===== config.mk =====
export PLATFORM = sky130hd
export DESIGN_NAME = wrxc_ctrl
export DESIGN_NICKNAME = d
export VERILOG_FILES = /design/src/logic/wrxc_pkg.sv /design/src/logic/wrxc_tick.sv /design/src/logic/wrxc_ctrl.sv
export VERILOG_INCLUDE_DIRS = /design/src /design/src/logic
export SDC_FILE = /design/constraint.sdc
export NUM_CORES = 1
export LEC_CHECK = 0
export ABC_AREA = 1
export CAP_MARGIN = 20
export CORE_AREA = 2 2 124 126
export CTS_CLUSTER_DIAMETER = 30
export CTS_CLUSTER_SIZE = 20
export DETAILED_ROUTE_END_ITERATION = 8
export DIE_AREA = 0 0 126 128
export DONT_BUFFER_PORTS = 1
export PLACE_DENSITY = 0.72
export SYNTH_ARGS = -nofsm -noshare
export SYNTH_HDL_FRONTEND = slang
export SYNTH_SLANG_ARGS = --single-unit

===== constraint.sdc =====
create_clock -name clk -period 13 [get_ports clk]
set_clock_uncertainty 0.2 [all_clocks]
set_input_delay 2.6 -clock clk [delete_from_list [all_inputs] [get_ports clk]]
set_output_delay 2.6 -clock clk [all_outputs]
set_load 0.03 [all_outputs]

===== src/logic/wrxc_regs.svh =====
// Purpose: constants for the wireless receiver mode and status control
// Assumes: 100 MHz clock
// Notes: times kept in their own unit, cycle counts derived from them
`ifndef WRXC_REGS_SVH
`define WRXC_REGS_SVH

`define WRXC_CLK_HZ 100000000
`define WRXC_TICK_US 1000
`define WRXC_TICK_CYC ((`WRXC_CLK_HZ / 1000000) * `WRXC_TICK_US)
`define WRXC_TERM_HI_S 180
`define WRXC_TERM_LO_S 7
`define WRXC_TERM_HI_MS (`WRXC_TERM_HI_S * 1000)
`define WRXC_TERM_LO_MS (`WRXC_TERM_LO_S * 1000)
`define WRXC_ERR_FAST_MS 30
`define WRXC_ERR_SLOW_MS 250
`define WRXC_HDR_EPT 8'h02
`define WRXC_HDR_CHARGE 8'h05
`define WRXC_HDR_ERROR 8'h03
`define WRXC_ERR_OVP 8'h80
`define WRXC_ERR_HIGH 8'hF0
`define WRXC_CS_PAYLOAD 8'h64
`define WRXC_EPT_UNKNOWN 8'h00
`define WRXC_EPT_CHARGED 8'h01
`define WRXC_EPT_FAULT 8'h02
`define WRXC_EPT_OVERTEMP 8'h03
`define WRXC_EPT_OVERCUR 8'h05

`endif


===== src/logic/wrxc_pkg.sv =====
// Purpose: types for the wireless receiver mode and status control
// Assumes: nothing
// Notes: mode codes follow the two mode-select pins {a,b}
`default_nettype none
package wrxc_pkg;
	typedef enum logic [1:0] {
		MODE_ADAPTER = 2'h0,
		MODE_NO_COMM_LIMIT = 2'h1,
		MODE_BOOST_BACK = 2'h2,
		MODE_ALL_OFF = 2'h3
	} wrxc_mode_type;

	typedef enum logic [2:0] {
		TERM_IDLE = 3'h1,
		TERM_HIGH = 3'h2,
		TERM_LOW = 3'h4
	} wrxc_term_type;
endpackage : wrxc_pkg
`default_nettype wire


===== src/logic/wrxc_tick.sv =====
// Purpose: millisecond tick enable from the system clock
// Assumes: clk at 100 MHz
// Notes: one-cycle pulse every PERIOD cycles
`timescale 1ns/100ps
`default_nettype none
module wrxc_tick #(
	parameter int PERIOD = 100000
) (
	// clock and reset
	input wire logic clk,
	input wire logic rst,
	// tick out
	output logic tick
);
	typedef struct packed {
		logic [31:0] cnt;
		logic tick;
	} wrxc_tick_state_type;

	wrxc_tick_state_type state_ff;
	wrxc_tick_state_type nxt_state;

	always_comb
	begin
		nxt_state = state_ff;
		nxt_state.tick = 1'b0;
		if (state_ff.cnt == 32'(PERIOD - 1))
		begin
			nxt_state.cnt = 32'h0000_0000;
			nxt_state.tick = 1'b1;
		end
		else
		begin
			nxt_state.cnt = state_ff.cnt + 32'h0000_0001;
		end
	end

	always_ff @(posedge clk or posedge rst)
	begin
		if (rst)
			state_ff <= '0;
		else
			state_ff <= nxt_state;
	end

	assign tick = state_ff.tick;
endmodule : wrxc_tick
`default_nettype wire


===== src/logic/wrxc_ctrl.sv =====
// Purpose: mode decode, adapter switch steering, charge-complete timing,
//          overvoltage error pacing and end-power-transfer reason choice
// Assumes: all inputs synchronous to clk; analog comparators outside
// Notes: packets leave as a request held until ack, with header and payload;
//        framing and modulation live elsewhere
`timescale 1ns/100ps
`default_nettype none
`include "wrxc_regs.svh"

// Behaviour
// - charge-complete report uses header 0x05
// - report never requests power stop
// - between thresholds repeat every 3 minutes
// - below lower threshold repeat every 7s
// - first report after full deglitch interval
// - above target errors 30ms, then 250ms
// - overvoltage disables regulator, requests lower voltage
// - unconnected selects read low, adapter default
// - 00: adapter control, comm limit on
// - 01: comm limit off, wireless on
// - 10: switch on, wireless off, boost-back
// - 11: both paths off, no output
// - adapter absent keeps switch enable off
// - adapter above 3.6V: switch on, wireless off
// - wired path has priority over wireless
// - end-power-transfer header 0x02 with reason
// - reason 0x00 when adapter above 3.6V
// - reason 0x01 for control high or select a high
// - reason 0x02 for overtemp die or resistor
// - reason 0x03 for thermistor window faults
// - never 0x04; 0x05 only termination variant
// - never 0x07 nor undefined reasons
// - reason 0x05 at full limit or 120%
// - lower threshold fixed 40mA, upper external
module wrxc_ctrl #(
	parameter int TICK_CYC = `WRXC_TICK_CYC,
	parameter int TERM_HI_MS = `WRXC_TERM_HI_MS,
	parameter int TERM_LO_MS = `WRXC_TERM_LO_MS,
	parameter int ERR_FAST_MS = `WRXC_ERR_FAST_MS,
	parameter int ERR_SLOW_MS = `WRXC_ERR_SLOW_MS,
	parameter bit TERM_VARIANT = 1'b1
) (
	// clock and reset
	input wire logic clk,
	input wire logic rst,
	// mode pins, low when unconnected
	input wire logic mode_select_a,
	input wire logic mode_select_b,
	// adapter sensing
	input wire logic adapter_above_detect,
	// output current comparators
	input wire logic iout_below_upper_term,
	input wire logic iout_below_lower_term,
	input wire logic iout_over_overcur,
	// rectifier comparators
	input wire logic rectified_node_above_target,
	input wire logic rectified_node_above_ovp,
	// fault sensing
	input wire logic thermistor_control_high,
	input wire logic thermistor_control_low,
	input wire logic thermistor_out_of_window,
	input wire logic junction_over_temp,
	input wire logic current_limit_set_low,
	// packet request toward the modulator
	output logic pkt_req,
	output logic [7:0] pkt_header,
	output logic [7:0] pkt_payload,
	input wire logic pkt_ack,
	// power path controls
	output logic adapter_switch_en,
	output logic wireless_power_en,
	output logic boost_back_mode,
	output logic comm_limit_en,
	output logic regulator_en,
	output logic power_transfer_ended
);
	typedef struct packed {
		logic [31:0] term_ms;
		logic [31:0] err_ms;
		logic err_active;
		logic err_fast;
		logic ovp_seen;
		wrxc_pkg::wrxc_term_type term;
		logic pend_cs;
		logic pend_err;
		logic pend_ept;
		logic [7:0] ept_reason;
		logic ended;
		logic req;
		logic [7:0] hdr;
		logic [7:0] pay;
		logic sw_en;
		logic wl_en;
		logic boost;
		logic climit;
		logic reg_en;
	} wrxc_state_type;

	wrxc_state_type state_ff;
	wrxc_state_type nxt_state;
	wrxc_pkg::wrxc_mode_type mode;
	wrxc_pkg::wrxc_term_type cur_cond;
	logic tick;
	logic ept_hit;
	logic [7:0] ept_code;
	logic [31:0] term_limit;
	logic ept_legal;
	logic err_restart;

	wrxc_tick #(
		.PERIOD(TICK_CYC)
	) wrxc_tick_inst (
		.clk(clk),
		.rst(rst),
		.tick(tick)
	);

	// unconnected pins read low, giving adapter mode
	assign mode = wrxc_pkg::wrxc_mode_type'({mode_select_a, mode_select_b});

	// lower threshold compared outside at fixed 40mA
	always_comb
	begin
		if (iout_below_lower_term)
			cur_cond = wrxc_pkg::TERM_LOW;
		else if (iout_below_upper_term)
			cur_cond = wrxc_pkg::TERM_HIGH;
		else
			cur_cond = wrxc_pkg::TERM_IDLE;
	end

	assign term_limit = (cur_cond == wrxc_pkg::TERM_LOW) ? 32'(TERM_LO_MS) : 32'(TERM_HI_MS);

	// reason priority: most severe condition first
	always_comb
	begin
		ept_hit = 1'b1;
		ept_code = `WRXC_EPT_UNKNOWN;
		if (junction_over_temp || current_limit_set_low)
			ept_code = `WRXC_EPT_FAULT;
		else if (thermistor_out_of_window || thermistor_control_low)
			ept_code = `WRXC_EPT_OVERTEMP;
		else if (TERM_VARIANT && iout_over_overcur)
			ept_code = `WRXC_EPT_OVERCUR;
		else if (thermistor_control_high || mode_select_a)
			ept_code = `WRXC_EPT_CHARGED;
		else if (adapter_above_detect && mode == wrxc_pkg::MODE_ADAPTER)
			ept_code = `WRXC_EPT_UNKNOWN;
		// nothing else ends transfer, 0x04 and 0x07 never built
		else
			ept_hit = 1'b0;
	end

	// only reasons with a trigger may leave
	always_comb
	begin
		ept_legal = 1'b0;
		case (ept_code)
			`WRXC_EPT_UNKNOWN, `WRXC_EPT_CHARGED, `WRXC_EPT_FAULT, `WRXC_EPT_OVERTEMP:
				ept_legal = 1'b1;
			// over current exists only on the termination-capable build
			`WRXC_EPT_OVERCUR:
				ept_legal = TERM_VARIANT;
			default:
				ept_legal = 1'b0;
		endcase
	end

	always_comb
	begin
		nxt_state = state_ff;
		nxt_state.req = 1'b0;
		err_restart = 1'b0;

		case (mode)
			wrxc_pkg::MODE_ADAPTER:
			begin
				nxt_state.sw_en = adapter_above_detect;
				nxt_state.wl_en = !adapter_above_detect;
				nxt_state.boost = 1'b0;
				nxt_state.climit = 1'b1;
			end
			wrxc_pkg::MODE_NO_COMM_LIMIT:
			begin
				nxt_state.sw_en = 1'b0;
				nxt_state.wl_en = 1'b1;
				nxt_state.boost = 1'b0;
				nxt_state.climit = 1'b0;
			end
			wrxc_pkg::MODE_BOOST_BACK:
			begin
				nxt_state.sw_en = 1'b1;
				nxt_state.wl_en = 1'b0;
				nxt_state.boost = 1'b1;
				nxt_state.climit = 1'b0;
			end
			wrxc_pkg::MODE_ALL_OFF:
			begin
				nxt_state.sw_en = 1'b0;
				nxt_state.wl_en = 1'b0;
				nxt_state.boost = 1'b0;
				nxt_state.climit = 1'b0;
			end
			default:
			begin
				nxt_state.sw_en = 1'b0;
				nxt_state.wl_en = 1'b0;
				nxt_state.boost = 1'b0;
				nxt_state.climit = 1'b0;
			end
		endcase

		nxt_state.reg_en = !rectified_node_above_ovp && nxt_state.wl_en && !state_ff.ended;

		if (cur_cond != state_ff.term)
		begin
			nxt_state.term = cur_cond;
			nxt_state.term_ms = 32'h0000_0000;
		end
		else if (tick && cur_cond != wrxc_pkg::TERM_IDLE && TERM_VARIANT)
		begin
			if (state_ff.term_ms + 32'h0000_0001 >= term_limit)
			begin
				nxt_state.term_ms = 32'h0000_0000;
				nxt_state.pend_cs = 1'b1;
			end
			else
			begin
				nxt_state.term_ms = state_ff.term_ms + 32'h0000_0001;
			end
		end

		// error pacing: fast while above target, slow after
		if (rectified_node_above_target || rectified_node_above_ovp)
		begin
			if (!state_ff.err_fast)
			begin
				nxt_state.err_ms = 32'h0000_0000;
				nxt_state.pend_err = 1'b1;
				err_restart = 1'b1;
			end
			nxt_state.err_active = 1'b1;
			nxt_state.err_fast = 1'b1;
			nxt_state.ovp_seen = rectified_node_above_ovp;
		end
		else if (state_ff.err_fast)
		begin
			nxt_state.err_fast = 1'b0;
			nxt_state.err_ms = 32'h0000_0000;
			err_restart = 1'b1;
		end
		// a restart owns this cycle, so a coincident tick cannot shorten the gap
		if (tick && state_ff.err_active && !err_restart)
		begin
			if (state_ff.err_ms + 32'h0000_0001 >=
				(state_ff.err_fast ? 32'(ERR_FAST_MS) : 32'(ERR_SLOW_MS)))
			begin
				nxt_state.err_ms = 32'h0000_0000;
				nxt_state.pend_err = 1'b1;
			end
			else
			begin
				nxt_state.err_ms = state_ff.err_ms + 32'h0000_0001;
			end
		end

		if (ept_hit && ept_legal && !state_ff.ended)
		begin
			nxt_state.pend_ept = 1'b1;
			nxt_state.ept_reason = ept_code;
			nxt_state.ended = 1'b1;
		end
		else if (!ept_hit)
		begin
			nxt_state.ended = 1'b0;
		end

		// issue one packet at a time; end transfer first
		if (pkt_ack && state_ff.req)
		begin
			nxt_state.req = 1'b0;
		end
		else if (state_ff.req)
		begin
			nxt_state.req = 1'b1;
		end
		else if (nxt_state.pend_ept)
		begin
			nxt_state.pend_ept = 1'b0;
			nxt_state.req = 1'b1;
			nxt_state.hdr = `WRXC_HDR_EPT;
			nxt_state.pay = nxt_state.ept_reason;
		end
		else if (nxt_state.pend_err)
		begin
			// control error: negative value asks for lower voltage
			nxt_state.pend_err = 1'b0;
			nxt_state.req = 1'b1;
			nxt_state.hdr = `WRXC_HDR_ERROR;
			nxt_state.pay = nxt_state.ovp_seen ? `WRXC_ERR_OVP : `WRXC_ERR_HIGH;
		end
		else if (nxt_state.pend_cs)
		begin
			nxt_state.pend_cs = 1'b0;
			nxt_state.req = 1'b1;
			nxt_state.hdr = `WRXC_HDR_CHARGE;
			nxt_state.pay = `WRXC_CS_PAYLOAD;
		end
	end

	always_ff @(posedge clk or posedge rst)
	begin
		if (rst)
		begin
			state_ff <= '0;
			state_ff.term <= wrxc_pkg::TERM_IDLE;
		end
		else
		begin
			state_ff <= nxt_state;
		end
	end

	// outputs straight from the state flops
	assign pkt_req = state_ff.req;
	assign pkt_header = state_ff.hdr;
	assign pkt_payload = state_ff.pay;
	assign adapter_switch_en = state_ff.sw_en;
	assign wireless_power_en = state_ff.wl_en;
	assign boost_back_mode = state_ff.boost;
	assign comm_limit_en = state_ff.climit;
	assign regulator_en = state_ff.reg_en;
	assign power_transfer_ended = state_ff.ended;
endmodule : wrxc_ctrl
`default_nettype wire


## Word level (Yosys, flattened, before mapping)

Cells that the tools add are included.

- Word-level logic and storage cells: 116
- Flip-flop bits (word level): 137
- Output and inout bits: 23

- Eq/ne operators: 13
- $lt $le $gt $ge: 2
- Mux-type cells: 50
- Add/subtract/negate cells: 3
- Bitwise logic cells: 2
- Reductions and logical operators: 25

Operators with widths:

| kind | number |
|---|---|
| $mux 32 | 9 |
| $add 32x1->32 const B | 3 |
| $mux 17 | 3 |
| $eq 32x17->1 const B | 1 |
| $ge 32x18->1 | 1 |
| $ge 32x8->1 | 1 |
| $mux 1 | 25 |
| $mux 18 | 1 |
| $mux 3 | 6 |
| $eq 8x2->1 const B | 2 |
| $pmux 4 s4 | 1 |
| $logic_and 1x1->1 | 9 |
| $mux 9 | 1 |
| $eq 8x1->1 const B | 1 |
| $eq 8x3->1 const B | 1 |
| $logic_not 8->1 | 1 |
| $mux 8 | 1 |
| $mux 7 | 1 |
| $reduce_bool 3->1 | 2 |
| $reduce_or 5->1 | 1 |
| $eq 2x2->1 const B | 2 |
| $logic_not 1->1 | 4 |
| $logic_or 1x1->1 | 4 |
| $mux 2 | 2 |
| other kinds (11) | 12 |

## Longest topological paths before layout

- Depth after elaboration: 14
- Depth in mapped cells: 23
- Mapped depth without buffers: 23

## Hierarchy

From an unflattened synthesis, not the netlist that was laid out.

- Cells, all modules: 1188
- Area, all modules: 8071.5 µm²

Modules (own cells, without submodules):

| module | instances | seq. area each (µm²) | cells an instance | area each (µm²) |
|---|---|---|---|---|
| wrxc_ctrl | 1 | 2478.6 | 882 | 6072.1 |
| wrxc_tick | 1 | 825.8 | 306 | 1999.4 |

## Worst setup path before layout

OpenSTA, ideal clock, no wires.

- Path type: in2reg
- Start: in rectified_node_above_ovp
- End: reg state_ff[41] in the netlist's numbering
- Arrival: 4.260 ns
- Setup time: 0.138 ns
- Stages: 7
- Path buffers: 1
- Path slack: 8.402 ns
- Cell sequence: nor2_1 -> ha_1 -> nor3_1 -> inv_1 -> o21ai_1 -> clkbuf_1 -> o32ai_1

- Word-level cells in the longest chain between the ends: 6

RTL lines:

| what | line | RTL |
|---|---|---|
| from (decl) | wrxc_ctrl.sv:57 | `input wire logic rectified_node_above_ovp,` |
| $logic_or 1x1->1 * | wrxc_ctrl.sv:234 | `if (rectified_node_above_target \|\| rectified_node_above_ovp)` |
| $mux 1 | wrxc_ctrl.sv:234 |  |
| $logic_not 1->1 | wrxc_ctrl.sv:253 | `if (tick && state_ff.err_active && !err_restart)` |
| $logic_and 1x1->1 | wrxc_ctrl.sv:253 |  |
| $ne 3x2->1 (no line) / $reduce_bool 3->1 (equally long branches) | - |  |
| $reduce_and 2->1 (no line) | - |  |
| to (signal assigned) | wrxc_ctrl.sv:320 | `state_ff <= nxt_state;` |
| to (decl) | wrxc_ctrl.sv:99 | `wrxc_state_type state_ff;` |

Mark *: on every way between the ends. The rest lies on a longest branch, timed or not.
A chain may end at the register's enable or synchronous reset.

## Final worst setup path

- Start: in rectified_node_above_ovp
- End: reg state_ff[47] in the netlist's numbering

The elaborated chain is that of the path after synthesis.

==> results.md <==
- The flow ran to the end, and the final reports show no timing, DRC or antenna violations.
- Summing all multi-input logic gate instances after layout gives 3860 sq um.
- The number of different library cells used by synthesis comes to 40.
- The TritonCTS clock tree is done.
- The routed via count divided by cell count is between 5 and 6.
- The final sum of negative setup slack is 0 ns.
- After synthesis, flip-flops and latches occupy 41.7% of the total area.
- The cell with the largest stage delay on the worst path is sky130_fd_sc_hd__nor3_1.
- Relative to the synthesized area, the layout overhead comes to 8.31%.
- The H-tree was split into 4 levels.
- The final cycle utilization of the critical path is 35.8%.
- Of the cells placed in the final design, the portion with a size suffix greater than 1 is 5.64%.
- Detailed routing placed a total of 8.44 mm of wire on met2.
- Static timing analysis puts the maximum clock frequency at 0.215 GHz.
- The most used flip-flop cell after synthesis is sky130_fd_sc_hd__dfrtp_1.
- The clock slew seen by the registers of the worst setup and hold paths is 0.06 ns.
- The slack of the critical path is 8.34 ns.
- Synthesis produced a netlist whose cell count is 1123.
- During synthesis, Yosys emitted a total of 0 warnings.
- The antenna violation net count after detailed routing is 0.
- The average size of a mapped cell is 7.06 sq um.
- The wire length of the first global-routing pass is between 30 and 40 mm.
- The total setup violations reported at the end of the flow is 0.
- The number of pins exceeding their max-slew limit in the final report is 0.
- The later-pin clock latency in the skew report is 0.43 ns.
- The sequential cell area is 3300 sq um.
- The tool flagged a number of max-cap violations equal to 0.
- Power spread over the standard cell area amounts to between 100 and 150 nW/um^2.
- The flip-flop and latch count after synthesis is 132.
- The clock root buffer master is sky130_fd_sc_hd__clkbuf_16.
- The analysis attributes to cell leakage a power of 4.01 nW.
- In this run the vertical extent of the chip is 128 um.
- The HPWL after detailed placement is between 10 and 15 mm.
- The critical path in this run is classified as in2reg.
- The path class of the tightest hold or removal check is reg2reg.
- Summing over every cut layer, the via total after detailed routing is 6853.
- The routed design has ~18 mm of wire.
- The endpoint class of the critical path is a register.
- The number of antenna violations at the first check in global routing was 0.
- OpenSTA, run right after detailed placement, puts the worst setup slack at 7.91 ns.
- Along the worst path, the maximum fanout reaches 17.
- Traced cell by cell, the critical path runs through nor2_1, ha_1, nor3_1, inv_1, o21ai_2, buf_4, o21ai_0.
- The floorplan has 45 rows.
- Dividing the detail-routed wire length by the instance count gives 13.5 um.
- The synthesized design contains 0 enable-type register cells.
- The core area is 14900 sq um.
- STA puts the critical path data arrival time at 4.76 ns.
- The detailed route wirelength on metal3 is 719 um.
- In this run the deepest clock path goes through 2 buffers.
- The final-report hold violation count is 0.
- The number of DRC markers after the initial detailed-route iteration is 531.
- The fraction of registers with async set or reset after synthesis is between 90% and 100%.
- Fill cells in the final layout number 1407.
- In this run the top signal layer used is met4.
- In the global route stage, overall resource usage came out at 23.2%.
- 0 antenna diodes ended up in the layout.
- The slew at the pin closest to its max-slew limit is 0.929 ns.
- The clock period minus worst slack is 4.66 ns.
- For this design, the sink count on the clock tree is 132.
- The headroom to the max-slew limit is 37.6%.
- The congestion estimate from routability-driven global placement came to approximately 0.89.
- The post-route DRC violation count is 0.
- The number of buffers inserted during clock tree synthesis is 17.
- The required time reported for the critical path endpoint is 13.11 ns.
- The met1 wire length is 8.40 mm.
- The final layout contains 1157 nets.
- The area of the mapped netlist is 7930 sq um.
- VDD sags by at most 0.0000945 V.
- The count of hold buffers inserted by post-cts repair is 0.
- The count of input and output buffers is 0.
- The number of cells upsized or downsized after cts is 0.
- The largest stage delay on the critical path is 0.77 ns.
- The number of global-route vias before repair came to 6587.
- Once the floorplan was initialized, standard cells occupied 53.4% of the core.
- The worst setup path is launched from an input pin.
- The boundary pin count is 39.
- The die area is around 16000 sq um.
- The total overflow left after global routing is 0.
- In this run the horizontal extent of the chip is 126 um.
- The first detailed-routing pass ran for 7 iterations.
- Setup repair after global routing left no endpoint under its margin.
- The number of buffers inserted by post-CTS setup repair is 0.
- The pin count of the biggest net entering global routing is 70.
==> synth_stat cells (5+ instances only) <==
cell	count	share of area, %
sky130_fd_sc_hd__a21oi_1	13	0.82
sky130_fd_sc_hd__nor2_2	10	0.79
sky130_fd_sc_hd__and2_1	5	0.39
sky130_fd_sc_hd__o22ai_1	9	0.71
sky130_fd_sc_hd__nor4_1	10	0.79
sky130_fd_sc_hd__nor3_1	25	1.6
sky130_fd_sc_hd__inv_1	164	7.8
sky130_fd_sc_hd__nand4_1	20	1.6
sky130_fd_sc_hd__ha_1	18	2.8
sky130_fd_sc_hd__nand2_2	8	0.63
sky130_fd_sc_hd__o21ai_0	30	1.9
sky130_fd_sc_hd__nand3_1	91	5.7
sky130_fd_sc_hd__nor2_1	186	8.8
sky130_fd_sc_hd__buf_4	17	1.6
sky130_fd_sc_hd__dfrtp_1	131	41
sky130_fd_sc_hd__clkbuf_1	8	0.38
sky130_fd_sc_hd__nand2_1	308	15
sky130_fd_sc_hd__xnor2_1	6	0.66
sky130_fd_sc_hd__xor2_1	30	3.3
==> stage by stage <==
step | instance area (sq um) | hold slack (ns) | power, mW | util (%) | instances
detailed placement | 8050 | 0.240 | 0.490 | 54.2 | 1292
global placement | 8050 | 0.245 | 0.489 | 54.2 | 1292
floorplan | 7950 | 0.222 | 0.487 | - | 1127
CTS | 8590 | 0.269 | 0.935 | 57.8 | 1322
global route | 8590 | 0.303 | 0.959 | 57.8 | 1322
finish | 8590 | 0.268 | 0.929 | 57.8 | 1322
==> metal layers <==
metal  GRT usage [%]  up-vias
met5               0        -
met2            38.2      141
met3            4.76       20
li1                -     3509
met4            6.92        0
met1            31.2     3183
==> placed cells by master, fill, tap and decap left out, types with 13 or more instances in the layout <==
| master | instances |
|---|---|
| sky130_fd_sc_hd__a21oi_1 | 13 |
| sky130_fd_sc_hd__clkbuf_16 | 17 |
| sky130_fd_sc_hd__dfrtp_1 | 131 |
| sky130_fd_sc_hd__ha_1 | 18 |
| sky130_fd_sc_hd__inv_1 | 163 |
| sky130_fd_sc_hd__nand2_1 | 308 |
| sky130_fd_sc_hd__nand3_1 | 91 |
| sky130_fd_sc_hd__nand4_1 | 20 |
| sky130_fd_sc_hd__nor2_1 | 186 |
| sky130_fd_sc_hd__nor3_1 | 25 |
| sky130_fd_sc_hd__o21ai_0 | 30 |
| sky130_fd_sc_hd__xor2_1 | 30 |
==> final cells by class <==
cell class | count | share of cell area [%]
Multi-Input combinational cell | 802 | 44.9
Sequential cell | 132 | 38.5
Inverter | 167 | 7.36
Clock buffer | 19 | 5.04
Tap cell | 188 | 2.74
Clock inverter | 11 | 1.25
Timing Repair Buffer | 3 | 0.262
==> worst max-delay path: cells and delay by family <==
| family | cells | cell delay, ns |
|---|---|---|
| simple gates | 2 | 0.94 |
| buf+inv | 2 | 0.51 |
| fa+ha+maj | 1 | 0.26 |
| compound gates | 2 | 0.44 |
==> where the power goes <==
group	internal, mW	switching [mW]
logic	0.00998	0.0309
registers	0.421	0.0192
clock network	0.261	0.186
total	0.693	0.236
==> registers in the layout, indices dropped and copies added (netlist names) <==
name / count
comm_limit_en: 1
pkt_payload: 8
pkt_header: 3
adapter_switch_en: 1
regulator_en: 1
state_ff: 81
wireless_power_en: 1
boost_back_mode: 1
pkt_req: 1
wrxc_tick_inst.tick: 1
power_transfer_ended: 1
wrxc_tick_inst.state_ff: 32
==> path summary, 6_finish.rpt <==
kind / startpoint / to / slack [ns] / cells past startpoint
max: rectified_node_above_ovp / state_ff[47]$_DFFE_PP0P_ / 8.34 / 7
min: state_ff[39]$_DFFE_PP0N_ / state_ff[39]$_DFFE_PP0N_ / 0.27 / 2
max reg2reg: state_ff[41]$_DFFE_PP0P_ / pkt_payload[5]$_DFFE_PP0P_ / 9.44 / 18
min reg2reg: state_ff[39]$_DFFE_PP0N_ / state_ff[39]$_DFFE_PP0N_ / 0.27 / 2
max in group asynchronous: rst / state_ff[27]$_DFF_PP0_ / 9.40 / 2
min in group asynchronous: rst / wireless_power_en$_DFF_PP0_ / 1.92 / 1
==> logic make-up after synthesis <==
logic type,Yosys count,synth area share (%)
AOI/OAI and AO/OA,68,5.06
xor gates and xnor gates,36,3.98
buffers and inverters,193,10.0
DFF,132,41.7
adders and majority gates,18,2.84
other,1,0.0473
and+or+nand+nor,675,36.4
Power figures use the tool's default switching activity.
